<file path="config.mk">
export PLATFORM = sky130hd
export DESIGN_NAME = irem_error_mask
export DESIGN_NICKNAME = d
export VERILOG_FILES = /design/src/design/irem_pkg.sv /design/src/design/irem_error_mask.sv /design/src/design/irem_soft_err_counter.sv
export SDC_FILE = /design/constraint.sdc
export NUM_CORES = 1
export LEC_CHECK = 0
export BUFFER_PORTS_ARGS = -buffer_cell sky130_fd_sc_hd__clkbuf_2
export CAP_MARGIN = 20
export CORE_MARGIN = 3
export CORE_UTILIZATION = 53
export CTS_CLUSTER_DIAMETER = 60
export CTS_CLUSTER_SIZE = 14
export DETAILED_ROUTE_END_ITERATION = 12
export HOLD_SLACK_MARGIN = 0.08
export PLACE_DENSITY = 0.93
export SETUP_SLACK_MARGIN = 0.3
export SYNTH_ARGS = -nofsm -noshare
export SYNTH_HDL_FRONTEND = slang
export SYNTH_SLANG_ARGS = --single-unit
export TNS_END_PERCENT = 100
</file>
<file path="constraint.sdc">
create_clock -name ref_clk -period 4 [get_ports ref_clk]
set_input_delay 0 -clock ref_clk [delete_from_list [all_inputs] [get_ports ref_clk]]
set_output_delay 0 -clock ref_clk [all_outputs]
set_load 0.005 [all_outputs]
</file>
<file path="src/design/irem_pkg.sv">
// Shared constants and carrier types for the internal RAM error mask block.
package irem_pkg;

  // ---------------------------------------------------------------------------
  // Register map
  // ---------------------------------------------------------------------------
  localparam int unsigned      APB_ADDR_WIDTH = 12;
  localparam int unsigned      APB_DATA_WIDTH = 32;
  localparam logic [11:0]      STATUS_OFFSET  = 12'h1CC;
  localparam logic [11:0]      MASK_OFFSET    = 12'h1D0;
  localparam logic [11:0]      CONTROL_OFFSET = 12'h1D4;
  localparam logic [11:0]      COUNT_OFFSET   = 12'h1D8;

  // ---------------------------------------------------------------------------
  // Field layouts and reset values
  // ---------------------------------------------------------------------------
  localparam int unsigned      NUM_SOURCES        = 15;
  localparam logic [14:0]      MASK_RESET         = 15'h7FFF;
  localparam logic [14:0]      STATUS_RESET       = 15'h0000;
  localparam int unsigned      EGR_PKT_OVF_BIT    = 1;
  localparam int unsigned      EGR_LIST_OVF_BIT   = 2;
  localparam int unsigned      CTRL_INT_EN_BIT    = 0;
  localparam logic             CTRL_INT_EN_RESET  = 1'b1;
  localparam int unsigned      SOFT_COUNT_WIDTH   = 8;
  localparam int unsigned      PKT_COUNT_LSB      = 0;
  localparam int unsigned      LIST_COUNT_LSB     = 8;

  // ---------------------------------------------------------------------------
  // Carrier types
  // ---------------------------------------------------------------------------
  // Field order runs from status bit 14 down to bit 0, so a cast maps each
  // source straight onto its status and mask bit.
  typedef struct packed {
    logic ingress_alloc_double_bit;   // Bit 14.
    logic ingress_alloc_single_ovf;   // Bit 13.
    logic ingress_credit_underrun;    // Bit 12.
    logic credit_update_timeout;      // Bit 11.
    logic ingress_list_double_bit;    // Bit 10.
    logic ingress_list_single_bit;    // Bit 9.
    logic ingress_pkt_double_bit;     // Bit 8.
    logic egress_alloc_double_bit;    // Bit 7.
    logic egress_alloc_single_ovf;    // Bit 6.
    logic ingress_pkt_single_bit;     // Bit 5.
    logic egress_list_double_bit;     // Bit 4.
    logic egress_pkt_double_bit;      // Bit 3.
    logic egress_list_single_bit;     // Bit 2, counted before it sets a flag.
    logic egress_pkt_single_bit;      // Bit 1, counted before it sets a flag.
    logic cpl_queue_overflow;         // Bit 0.
  } irem_events_type;

  // One word pushed by the serial EEPROM loader.
  typedef struct packed {
    logic        valid;
    logic [11:0] addr;
    logic [31:0] data;
  } irem_eeprom_load_type;

  typedef enum logic {
    APB_WAIT = 1'b0,
    APB_DONE = 1'b1
  } irem_apb_state_type;

endpackage : irem_pkg

</file>
<file path="src/design/irem_error_mask.sv">
// Device-specific error status, mask and interrupt block behind an APB slave.
//
// Functional notes
// - Mask bit 0 gates completion queue overflow.
// - Bits 1,2 gate egress soft-error counter overflows.
// - Bits 3,4 gate egress uncorrectable ECC errors.
// - Bit 5 gates ingress packet single-bit error.
// - Bits 6,7 gate egress allocation unit errors.
// - Bit 8 gates ingress packet uncorrectable error.
// - Bit 9 gates ingress list single-bit error.
// - Bit 10 gates ingress list uncorrectable error.
// - Bit 11 gates credit update timeout.
// - Bit 12 gates ingress credit underrun.
// - Bit 13 gates ingress allocation single-bit overflow.
// - Bit 14 gates ingress allocation two-bit error.
// - Mask bits sticky, EEPROM loadable, reset to one.
// - Error logging active by default.
// - Status flags sticky, write one clears, interrupt.
// - Egress soft-error counters overflow at 256.
//
// The APB slave port was decided locally.
`timescale 1ns/1ps
`default_nettype none

module irem_error_mask (
  input  wire logic                          ref_clk,     // Core clock, 25 MHz.
  input  wire logic                          reset,       // Synchronous, active high.
  input  wire logic                          hot_reset,   // Clears non-sticky state only.
  input  wire logic                          psel,        // APB select.
  input  wire logic                          penable,     // APB access phase.
  input  wire logic                          pwrite,      // APB direction.
  input  wire logic [11:0]                   paddr,       // APB byte address.
  input  wire logic [31:0]                   pwdata,      // APB write data.
  input  wire logic [3:0]                    pstrb,       // APB byte strobes.
  output logic                               pready,      // APB ready, registered.
  output logic      [31:0]                   prdata,      // APB read data, registered.
  output logic                               pslverr,     // Unmapped address.
  input  wire irem_pkg::irem_events_type     err_events,  // Error pulses, same clock.
  input  wire irem_pkg::irem_eeprom_load_type eeprom_load, // Serial EEPROM loader.
  output logic                               irq          // Level error interrupt.
);

  // ---------------------------------------------------------------------------
  // State
  // ---------------------------------------------------------------------------
  logic [14:0]                      status;
  logic [14:0]                      mask;
  logic                             int_enable;
  irem_pkg::irem_apb_state_type     apb_state;
  logic [7:0]                       pkt_count;
  logic [7:0]                       list_count;
  logic                             pkt_ovf;
  logic                             list_ovf;
  logic [14:0]                      set_vec;
  logic [14:0]                      pending;
  logic [14:0]                      lane_mask;
  logic                             access;
  logic                             commit;
  logic                             wr_commit;
  logic                             addr_hit;
  logic [31:0]                      read_word;
  logic                             ee_status;
  logic                             ee_mask;
  logic                             ee_control;

  // ---------------------------------------------------------------------------
  // Soft error counters
  // ---------------------------------------------------------------------------
  // Single-bit errors in the egress RAMs are counted; only the overflow of
  // each counter reaches the status register.
  irem_soft_err_counter #(
    .COUNT_WIDTH    (irem_pkg::SOFT_COUNT_WIDTH)
  ) u_pkt_counter (
    .ref_clk        (ref_clk),
    .reset          (reset),
    .err_pulse      (err_events.egress_pkt_single_bit),
    .count          (pkt_count),
    .overflow_pulse (pkt_ovf)
  );

  irem_soft_err_counter #(
    .COUNT_WIDTH    (irem_pkg::SOFT_COUNT_WIDTH)
  ) u_list_counter (
    .ref_clk        (ref_clk),
    .reset          (reset),
    .err_pulse      (err_events.egress_list_single_bit),
    .count          (list_count),
    .overflow_pulse (list_ovf)
  );

  // ---------------------------------------------------------------------------
  // Event mapping and gating
  // ---------------------------------------------------------------------------
  // Every source sets its flag whatever the mask says; the mask only decides
  // whether a set flag is reported.
  always_comb
  begin
    set_vec = 15'(err_events);
    set_vec[irem_pkg::EGR_PKT_OVF_BIT]  = pkt_ovf;
    set_vec[irem_pkg::EGR_LIST_OVF_BIT] = list_ovf;
  end

  // One mask bit per status bit, a one hides the flag from the interrupt.
  assign pending = status & ~mask;
  // Strobe 0 gates bits 0 to 7, strobe 1 gates bits 8 to 14.
  assign lane_mask = {{7{pstrb[1]}}, {8{pstrb[0]}}};

  // ---------------------------------------------------------------------------
  // APB slave
  // ---------------------------------------------------------------------------
  assign access    = psel && penable;
  assign commit    = access && pready;
  assign wr_commit = commit && pwrite;

  assign ee_status  = eeprom_load.valid && (eeprom_load.addr == irem_pkg::STATUS_OFFSET);
  assign ee_mask    = eeprom_load.valid && (eeprom_load.addr == irem_pkg::MASK_OFFSET);
  assign ee_control = eeprom_load.valid && (eeprom_load.addr == irem_pkg::CONTROL_OFFSET);

  // Address decode and read mux; reserved bits come back as zero.
  always_comb
  begin
    read_word = '0;
    addr_hit  = 1'b1;
    if (paddr == irem_pkg::STATUS_OFFSET)
    begin
      read_word[14:0] = status;
    end
    else if (paddr == irem_pkg::MASK_OFFSET)
    begin
      read_word[14:0] = mask;
    end
    else if (paddr == irem_pkg::CONTROL_OFFSET)
    begin
      read_word[irem_pkg::CTRL_INT_EN_BIT] = int_enable;
    end
    else if (paddr == irem_pkg::COUNT_OFFSET)
    begin
      read_word[irem_pkg::PKT_COUNT_LSB +: 8]  = pkt_count;
      read_word[irem_pkg::LIST_COUNT_LSB +: 8] = list_count;
    end
    else
    begin
      addr_hit = 1'b0;
    end
  end

  // Every access takes one wait state, so ready and read data both come from
  // flip-flops; the write lands on the edge where ready is seen high.
  always_ff @(posedge ref_clk)
  begin
    if (reset)
    begin
      apb_state <= irem_pkg::APB_WAIT;
      pready    <= 1'b0;
      pslverr   <= 1'b0;
      prdata    <= 32'h00000000;
    end
    else
    begin
      case (apb_state)
        irem_pkg::APB_WAIT:
        begin
          if (access)
          begin
            pready    <= 1'b1;
            pslverr   <= ~addr_hit;
            prdata    <= pwrite ? 32'h00000000 : read_word;
            apb_state <= irem_pkg::APB_DONE;
          end
        end
        irem_pkg::APB_DONE:
        begin
          pready    <= 1'b0;
          pslverr   <= 1'b0;
          prdata    <= 32'h00000000;
          apb_state <= irem_pkg::APB_WAIT;
        end
        default:
        begin
          apb_state <= irem_pkg::APB_WAIT;
        end
      endcase
    end
  end

  // ---------------------------------------------------------------------------
  // Status register
  // ---------------------------------------------------------------------------
  // Sticky flags: only the full reset clears them, not hot_reset. A new event
  // in the same cycle as a write-one-to-clear survives the clear.
  always_ff @(posedge ref_clk)
  begin
    if (reset)
    begin
      status <= irem_pkg::STATUS_RESET;
    end
    else if (ee_status)
    begin
      status <= eeprom_load.data[14:0] | set_vec;
    end
    else if (wr_commit && paddr == irem_pkg::STATUS_OFFSET)
    begin
      status <= (status & ~(pwdata[14:0] & lane_mask)) | set_vec;
    end
    else
    begin
      status <= status | set_vec;
    end
  end

  // ---------------------------------------------------------------------------
  // Mask register
  // ---------------------------------------------------------------------------
  // Sticky as well; the EEPROM loader wins over a bus write in the same cycle
  // because it only runs before software owns the device.
  always_ff @(posedge ref_clk)
  begin
    if (reset)
    begin
      mask <= irem_pkg::MASK_RESET;
    end
    else if (ee_mask)
    begin
      mask <= eeprom_load.data[14:0];
    end
    else if (wr_commit && paddr == irem_pkg::MASK_OFFSET)
    begin
      mask <= (mask & ~lane_mask) | (pwdata[14:0] & lane_mask);
    end
  end

  // ---------------------------------------------------------------------------
  // Control register
  // ---------------------------------------------------------------------------
  // The interrupt enable is ordinary state, so a hot reset restores it.
  always_ff @(posedge ref_clk)
  begin
    if (reset || hot_reset)
    begin
      int_enable <= irem_pkg::CTRL_INT_EN_RESET;
    end
    else if (ee_control)
    begin
      int_enable <= eeprom_load.data[irem_pkg::CTRL_INT_EN_BIT];
    end
    else if (wr_commit && paddr == irem_pkg::CONTROL_OFFSET && pstrb[0])
    begin
      int_enable <= pwdata[irem_pkg::CTRL_INT_EN_BIT];
    end
  end

  // ---------------------------------------------------------------------------
  // Interrupt output
  // ---------------------------------------------------------------------------
  // Registered for a clean output; it lags the flag by one cycle.
  always_ff @(posedge ref_clk)
  begin
    if (reset)
    begin
      irq <= 1'b0;
    end
    else
    begin
      irq <= int_enable && (pending != 15'h0000);
    end
  end
endmodule : irem_error_mask

`default_nettype wire

</file>
<file path="src/design/irem_soft_err_counter.sv">
// Saturating single-bit soft error counter with an overflow event.
`timescale 1ns/1ps
`default_nettype none

module irem_soft_err_counter #(
  parameter int unsigned COUNT_WIDTH = 8
) (
  input  wire logic                   ref_clk,       // Core clock.
  input  wire logic                   reset,         // Synchronous, active high.
  input  wire logic                   err_pulse,     // One corrected error.
  output logic      [COUNT_WIDTH-1:0] count,         // Errors seen, saturating.
  output logic                        overflow_pulse // Count has reached 2**WIDTH.
);

  // ---------------------------------------------------------------------------
  // Parameter check
  // ---------------------------------------------------------------------------
  if (COUNT_WIDTH < 1 || COUNT_WIDTH > 8)
  begin : g_width_check
    $error("COUNT_WIDTH must lie between 1 and 8.");
  end

  localparam logic [COUNT_WIDTH-1:0] COUNT_MAX = '1;
  localparam logic [COUNT_WIDTH-1:0] COUNT_ONE = COUNT_WIDTH'(1);

  // ---------------------------------------------------------------------------
  // Counter
  // ---------------------------------------------------------------------------
  // The counter holds at its top value; an error arriving there is the one
  // that takes the total to 2**WIDTH, and every later one still overflows.
  always_ff @(posedge ref_clk)
  begin
    if (reset)
    begin
      count          <= '0;
      overflow_pulse <= 1'b0;
    end
    else
    begin
      overflow_pulse <= err_pulse && (count == COUNT_MAX);
      if (err_pulse && (count != COUNT_MAX))
      begin
        count <= count + COUNT_ONE;
      end
    end
  end

endmodule : irem_soft_err_counter

`default_nettype wire

</file>
==> results of run 1 <==
-- cell type report --
cell class              instances  area (um2)  area share, %
flip-flops and latches         69        1380           26.8
clock buffers                  10         138           2.67
inverters                      21        78.8           1.53
multi-input cells             325        2100           40.8
well taps                      96         120           2.33
repair buffers                173        1250           24.2
clock inverters                 6        86.3           1.68
-- cell usage in the layout (no fill, tap or decap), drive strengths merged, types with 3 or more instances in the layout --
master,n
dlygate4sd3,75
nor2,15
dfxtp,69
a41oi,3
a211oi,7
nor4,4
nand4,9
mux2i,16
conb,16
a21o,15
nand3,21
clkinv,3
o21ai,18
a31oi,18
a21oi,22
nand2b,3
o22ai,20
o31ai,15
a2bb2oi,15
nor3,23
and4,4
xnor2,8
clkbuf,106
nand2,40
inv,21
-- kinds of logic (layout without fill, tap and decap cells) --
kind of cell,count (synthesis),count (layout),share of synthesized area [%]
AND/OR/NAND/NOR,137,137,20.5
adder cells (fa/ha/maj),2,2,0.662
multiplexers,17,17,4.54
flip-flops,69,69,36.6
other,1,16,0.0992
XOR/XNOR,9,9,2.09
AO/OA/AOI/OAI,144,144,26.3
buffers and inverters,68,210,9.34
-- power by group --
group          internal, W  switching (W)  total, W
sequential        0.000705      0.0000241  0.000729
clock             0.000367       0.000305  0.000672
combinational     0.000114       0.000119  0.000233
-- critical path, stage by stage --
cell           delay [ns]
clkbuf_2             0.10
or4b_4               0.57
nor4_4               0.79
a21oi_1              0.20
dlygate4sd3_1        0.62
o22ai_1              0.22
dlygate4sd3_1        0.59
-- stage by stage --
stage | cell area (um2) | utilization, % | total power (W) | std cells | hold slack, ns
3_5_place_dp | 4180 | 60.8 | 0.000894 | 609 | 0.261
2_1_floorplan | 3830 | - | 0.000835 | 462 | 0.127
3_3_place_gp | 4180 | 60.8 | 0.000888 | 609 | 0.250
6_report | 5150 | 75.0 | 0.00163 | 700 | 0.0898
4_1_cts | 5150 | 75.0 | 0.00157 | 700 | 0.0939
5_1_grt | 5150 | 75.0 | 0.00165 | 700 | 0.125
-- cells in the mapped netlist, types with 16 or more instances --
cell type and count:
nor3_1 22, a21oi_1 22, nand3_1 21, mux2i_1 16
dfxtp_1 69, a31oi_1 18, clkbuf_1 20, o21ai_0 18
o22ai_1 20, buf_4 18, nand2_1 40, inv_1 21
-- path summary, 6_finish.rpt --
| path | startpoint | end | slack (ns) | cells past startpoint |
|---|---|---|---|---|
| worst max-delay path | eeprom_load[33] | status[4] | 1.23 | 7 |
| worst min-delay path | pwrite | prdata[15] | 0.09 | 4 |
| worst max register to register | pready | flop | 1.23 | 5 |
| worst min register to register | pslverr | pslverr | 0.47 | 2 |
-- routing by layer --
layer,vias to the layer above,part of all wire [%],track usage (%)
met4,0,9.2,29.5
met2,504,46,60.9
met3,181,12,9.50
li1,1943,-,-
met1,2174,33,42.4
met5,-,0,0
==> flow_summary.ini, run 1 <==
[floorplanning]
design.portCount = 149
initial_utilization_pct = 55.0
floorplan.die.width_um = 90.4
die_h_um = 90.4
fp.coreArea_mm2 = 0.00687
num_rows = 30
die_area_mm2 = 0.00818

[worst_setup_path]
path_max_fanout = 15
startpoint_type = input port
worstPathRequired_ns = 4.32
worstPathArrival_ns = 3.09
worstSetupEndpointType = flop
worst-setup-path-type = in2reg

[timing]
slew_headroom_pct = 30.8
final_critical_path_setup_slack_ns = 1.23
layout_min_cycle_time_ns = 2.77
timing.final.hold_violations = 0
finalClockSkew_ns = 0.0159
unrepaired_setup_endpoints_after_global_routing = no
finalSetupTns_ns = 0
finalCritPeriodShare_pct = 69.3
setup_violations = 0
clock.fmax_ghz = 0.361
final-max-slew-violation-count = 0
worst-slew-pin-transition_ns = 1.03

[pwr]
powerDensity_mw_per_mm2 = 317
power.ir.vdd_worst_mv = 0.335
cellLeakagePower_nw = 2.25

[layout]
n_antenna_cell = 0
layout-drive-gt1-share_pct = 20.5
fillers = 369
areaGrowthSynthToFinish_pct = 36.3
finalNetCount = 715

[clock_network]
numCtsBuffers = 9
clk_path_buf_depth = 2
cts_tree = yes
cts_hold_buf = 75
clock_latency_ns = 0.37
h-tree-depth = 3
cts.sink_count = 69
cts_setup_buffers = 0
clk_transition_reported_paths_ns = 0.09
cts_repair_resize_count = 0
ctsRootBufferMaster = clkbuf_8

[drt]
detail-route-antenna-nets = 0
wl_per_cell_um = 22.4
number_of_vias_after_detailed_routing = 4802
detail_route.drc_violations = 0
drt-vias-per-instance = 6.86
first_pass_iters = 8
first_iter_violations = 995
totalWireLength_um = 15700

[synth]
yosysWarningCount = 0
syn_area_per_cell_um2 = 8.45
synth.ff_latch_count = 69
post_synth_inst_count = 447
netlist.area_leader.share_pct = 36.6
synth_edf_count = 0
synthTopCellsByArea = dfxtp_1, mux2i_1, nand2_1
post_synth_instance_area_mm2 = 0.00378
share_of_synthesized_registers_carrying_an_async_set_or_reset_pct = 0
synth_top_flop_cell = dfxtp_1
synth_cell_types = 59
synth_top_cell_by_area = dfxtp_1
synth.yosys.seq_area_share_pct = 36.6

[hold_path]
worst_hold_path_type = in2reg

[run_status]
run_status = completed

[placed_design]
post-place-ws_ns = 2.01
io_buffers = 96
detailedPlacementHpwl_um = 7840
place_congestion = 0.897

[global_routing]
wire_length_of_the_first_global_routing_pass_um = 24400
antenna_found_initial = 0
grt_pass1_vias = 4716
grt_util_all_layers_pct = 37.7
grt_start_max_net_pins = 43
overflow = 0

[flow_run]
max_capacitance_violation_total = 0
Note: power is estimated with default switching activity, not from simulation.
==> inputs of run 2 (changes only) <==
--- a/config.mk
+++ b/config.mk
@@ -8,12 +8,12 @@
 export BUFFER_PORTS_ARGS = -buffer_cell sky130_fd_sc_hd__clkbuf_2
 export CAP_MARGIN = 20
 export CORE_MARGIN = 3
-export CORE_UTILIZATION = 53
+export CORE_UTILIZATION = 44
 export CTS_CLUSTER_DIAMETER = 60
 export CTS_CLUSTER_SIZE = 14
 export DETAILED_ROUTE_END_ITERATION = 12
 export HOLD_SLACK_MARGIN = 0.08
-export PLACE_DENSITY = 0.93
+export PLACE_DENSITY = 0.83
 export SETUP_SLACK_MARGIN = 0.3
 export SYNTH_ARGS = -nofsm -noshare
 export SYNTH_HDL_FRONTEND = slang
==> constraint.sdc (replaced) <==
create_clock -name ref_clk -period 2.3 [get_ports ref_clk]
set_input_delay 0 -clock ref_clk [delete_from_list [all_inputs] [get_ports ref_clk]]
set_output_delay 0 -clock ref_clk [all_outputs]
set_load 0.005 [all_outputs]
==> flow_summary.ini, run 2 (synthesis results as in run 1) <==
[drt]
wl_per_cell_um = 18.4
first_iter_violations = 492
detail-route-antenna-nets = 0
number_of_vias_after_detailed_routing = 4250
first_pass_iters = 5
drt-vias-per-instance = 6.05
detail_route.drc_violations = 0
totalWireLength_um = 12900

[floorplanning]
die_area_mm2 = 0.00974
design.portCount = 149
floorplan.die.width_um = 98.7
num_rows = 33
fp.coreArea_mm2 = 0.00826
die_h_um = 98.7
initial_utilization_pct = 45.8

[hold_path]
worst_hold_path_type = in2reg

[pwr]
cellLeakagePower_nw = 2.25
power.ir.vdd_worst_mv = 0.476
power_frac_comb_pct = 14.9
switching_share_pct = 26.4
intPower_w = 0.00186
power.clock.fraction_pct = 35.0
powerDensity_mw_per_mm2 = 501
power.net_switching_w = 0.000668
seqPwrFrac_pct = 50.1

[clock_network]
numCtsBuffers = 9
ctsRootBufferMaster = clkbuf_8
cts_setup_buffers = 0
cts.sink_count = 69
clk_transition_reported_paths_ns = 0.07
clk_path_buf_depth = 2
cts_tree = yes
h-tree-depth = 3
clock_latency_ns = 0.35

[global_routing]
grt_util_all_layers_pct = 25.8
overflow = 0
wire_length_of_the_first_global_routing_pass_um = 20400
antenna_found_initial = 0
grt_pass1_vias = 4194
grt_start_max_net_pins = 43

[layout]
areaGrowthSynthToFinish_pct = 33.2
layout-drive-gt1-share_pct = 21.8
n_antenna_cell = 0
postLayoutCellArea_mm2 = 0.00503
finalNetCount = 710
utilization_pct = 61.0
fillers = 669
layout_commonest_cell = clkbuf_2
area.sequential_mm2 = 0.00138
layout_common_cells = clkbuf_2, dfxtp_1, dlygate4sd3_1
multi_input_area_mm2 = 0.00210

[timing]
final-max-slew-violation-count = 0
finalSetupTns_ns = 0
tightest_hold_margin_ns = 0.146
finalCritPeriodShare_pct = 78.5
setup_violations = 0
timing.final.hold_violations = 0
clock.fmax_ghz = 0.554
layout_min_cycle_time_ns = 1.81
worst-slew-pin-transition_ns = 0.560
slew_headroom_pct = 62.7
finalClockSkew_ns = 0.00580
unrepaired_setup_endpoints_after_global_routing = no

[placed_design]
io_buffers = 96
detailedPlacementHpwl_um = 8330
dpl-instance-area_mm2 = 0.00425
place_congestion = 0.871

[worst_setup_path]
worstSetupEndpointType = flop
worstPathRequired_ns = 2.53
worst-setup-path-type = reg2reg
worstPathArrival_ns = 2.04
startpoint_type = flop
path_max_fanout = 9

[flow_run]
max_capacitance_violation_total = 0

[run_status]
run_status = completed
-- run 2: what timing repair did --
| item | in CTS | in global routing |
|---|---|---|
| endpoints found under the setup margin | 0 | 1 |
| hold buffers | 62 | 0 |
| gates resized for setup | 0 | 1 |
| hold endpoints to repair | 39 | 0 |
-- run 2: power groups by stage --
stage	Sequential [W]	Combinational, W	Clock [W]
2_1_floorplan	0.00127	0.000177	0
3_3_place_gp	0.00129	0.000266	0
3_5_place_dp	0.00129	0.000275	0
4_1_cts	0.00126	0.000358	0.000874
5_1_grt	0.00127	0.000403	0.000932
6_report	0.00126	0.000376	0.000884
-- run 2: layout make-up --
type	count	share of cell area, %
Sequential cell	69	27.4
Clock inverter	2	0.199
Tap cell	105	2.61
Inverter	21	1.57
Clock buffer	12	3.08
Multi-Input combinational cell	325	41.7
Timing Repair Buffer	168	23.4
-- run 2: per-stage QoR --
| stage | power (W) | cells | worst slack, ns |
|---|---|---|---|
| after floorplan | 0.00145 | 462 | 0.796 |
| after global placement | 0.00155 | 626 | 0.597 |
| after detailed placement | 0.00156 | 626 | 0.570 |
| after CTS | 0.00249 | 702 | 0.457 |
| after global routing | 0.00260 | 702 | 0.372 |
| final | 0.00252 | 702 | 0.494 |
-- run 2: final timing paths --
| kind | from | end | slack [ns] | cells past startpoint |
|---|---|---|---|---|
| setup / recovery | pready | status[3] | 0.49 | 5 |
| hold / removal | eeprom_load[42] | int_enable | 0.15 | 5 |
| setup reg to reg | pready | status[3] | 0.49 | 5 |
| hold reg to reg | pslverr | pslverr | 0.47 | 2 |
-- run 2: critical path: stages, from the launching register on --
cell and delay [ns]:
dfxtp_1 0.37, and4_2 0.39, nand3_1 0.11, nor3_1 0.14, o22ai_1 0.10, dlygate4sd3_1 0.59
-- run 2: layer usage --
| metal | vias up | track usage (%) | wire length (um) |
|---|---|---|---|
| li1 | 1932 | - | - |
| met1 | 1996 | 30.0 | 4880 |
| met2 | 257 | 45.1 | 6410 |
| met3 | 65 | 4.60 | 997 |
| met4 | 0 | 13.9 | 625 |
| met5 | - | 0 | 0 |
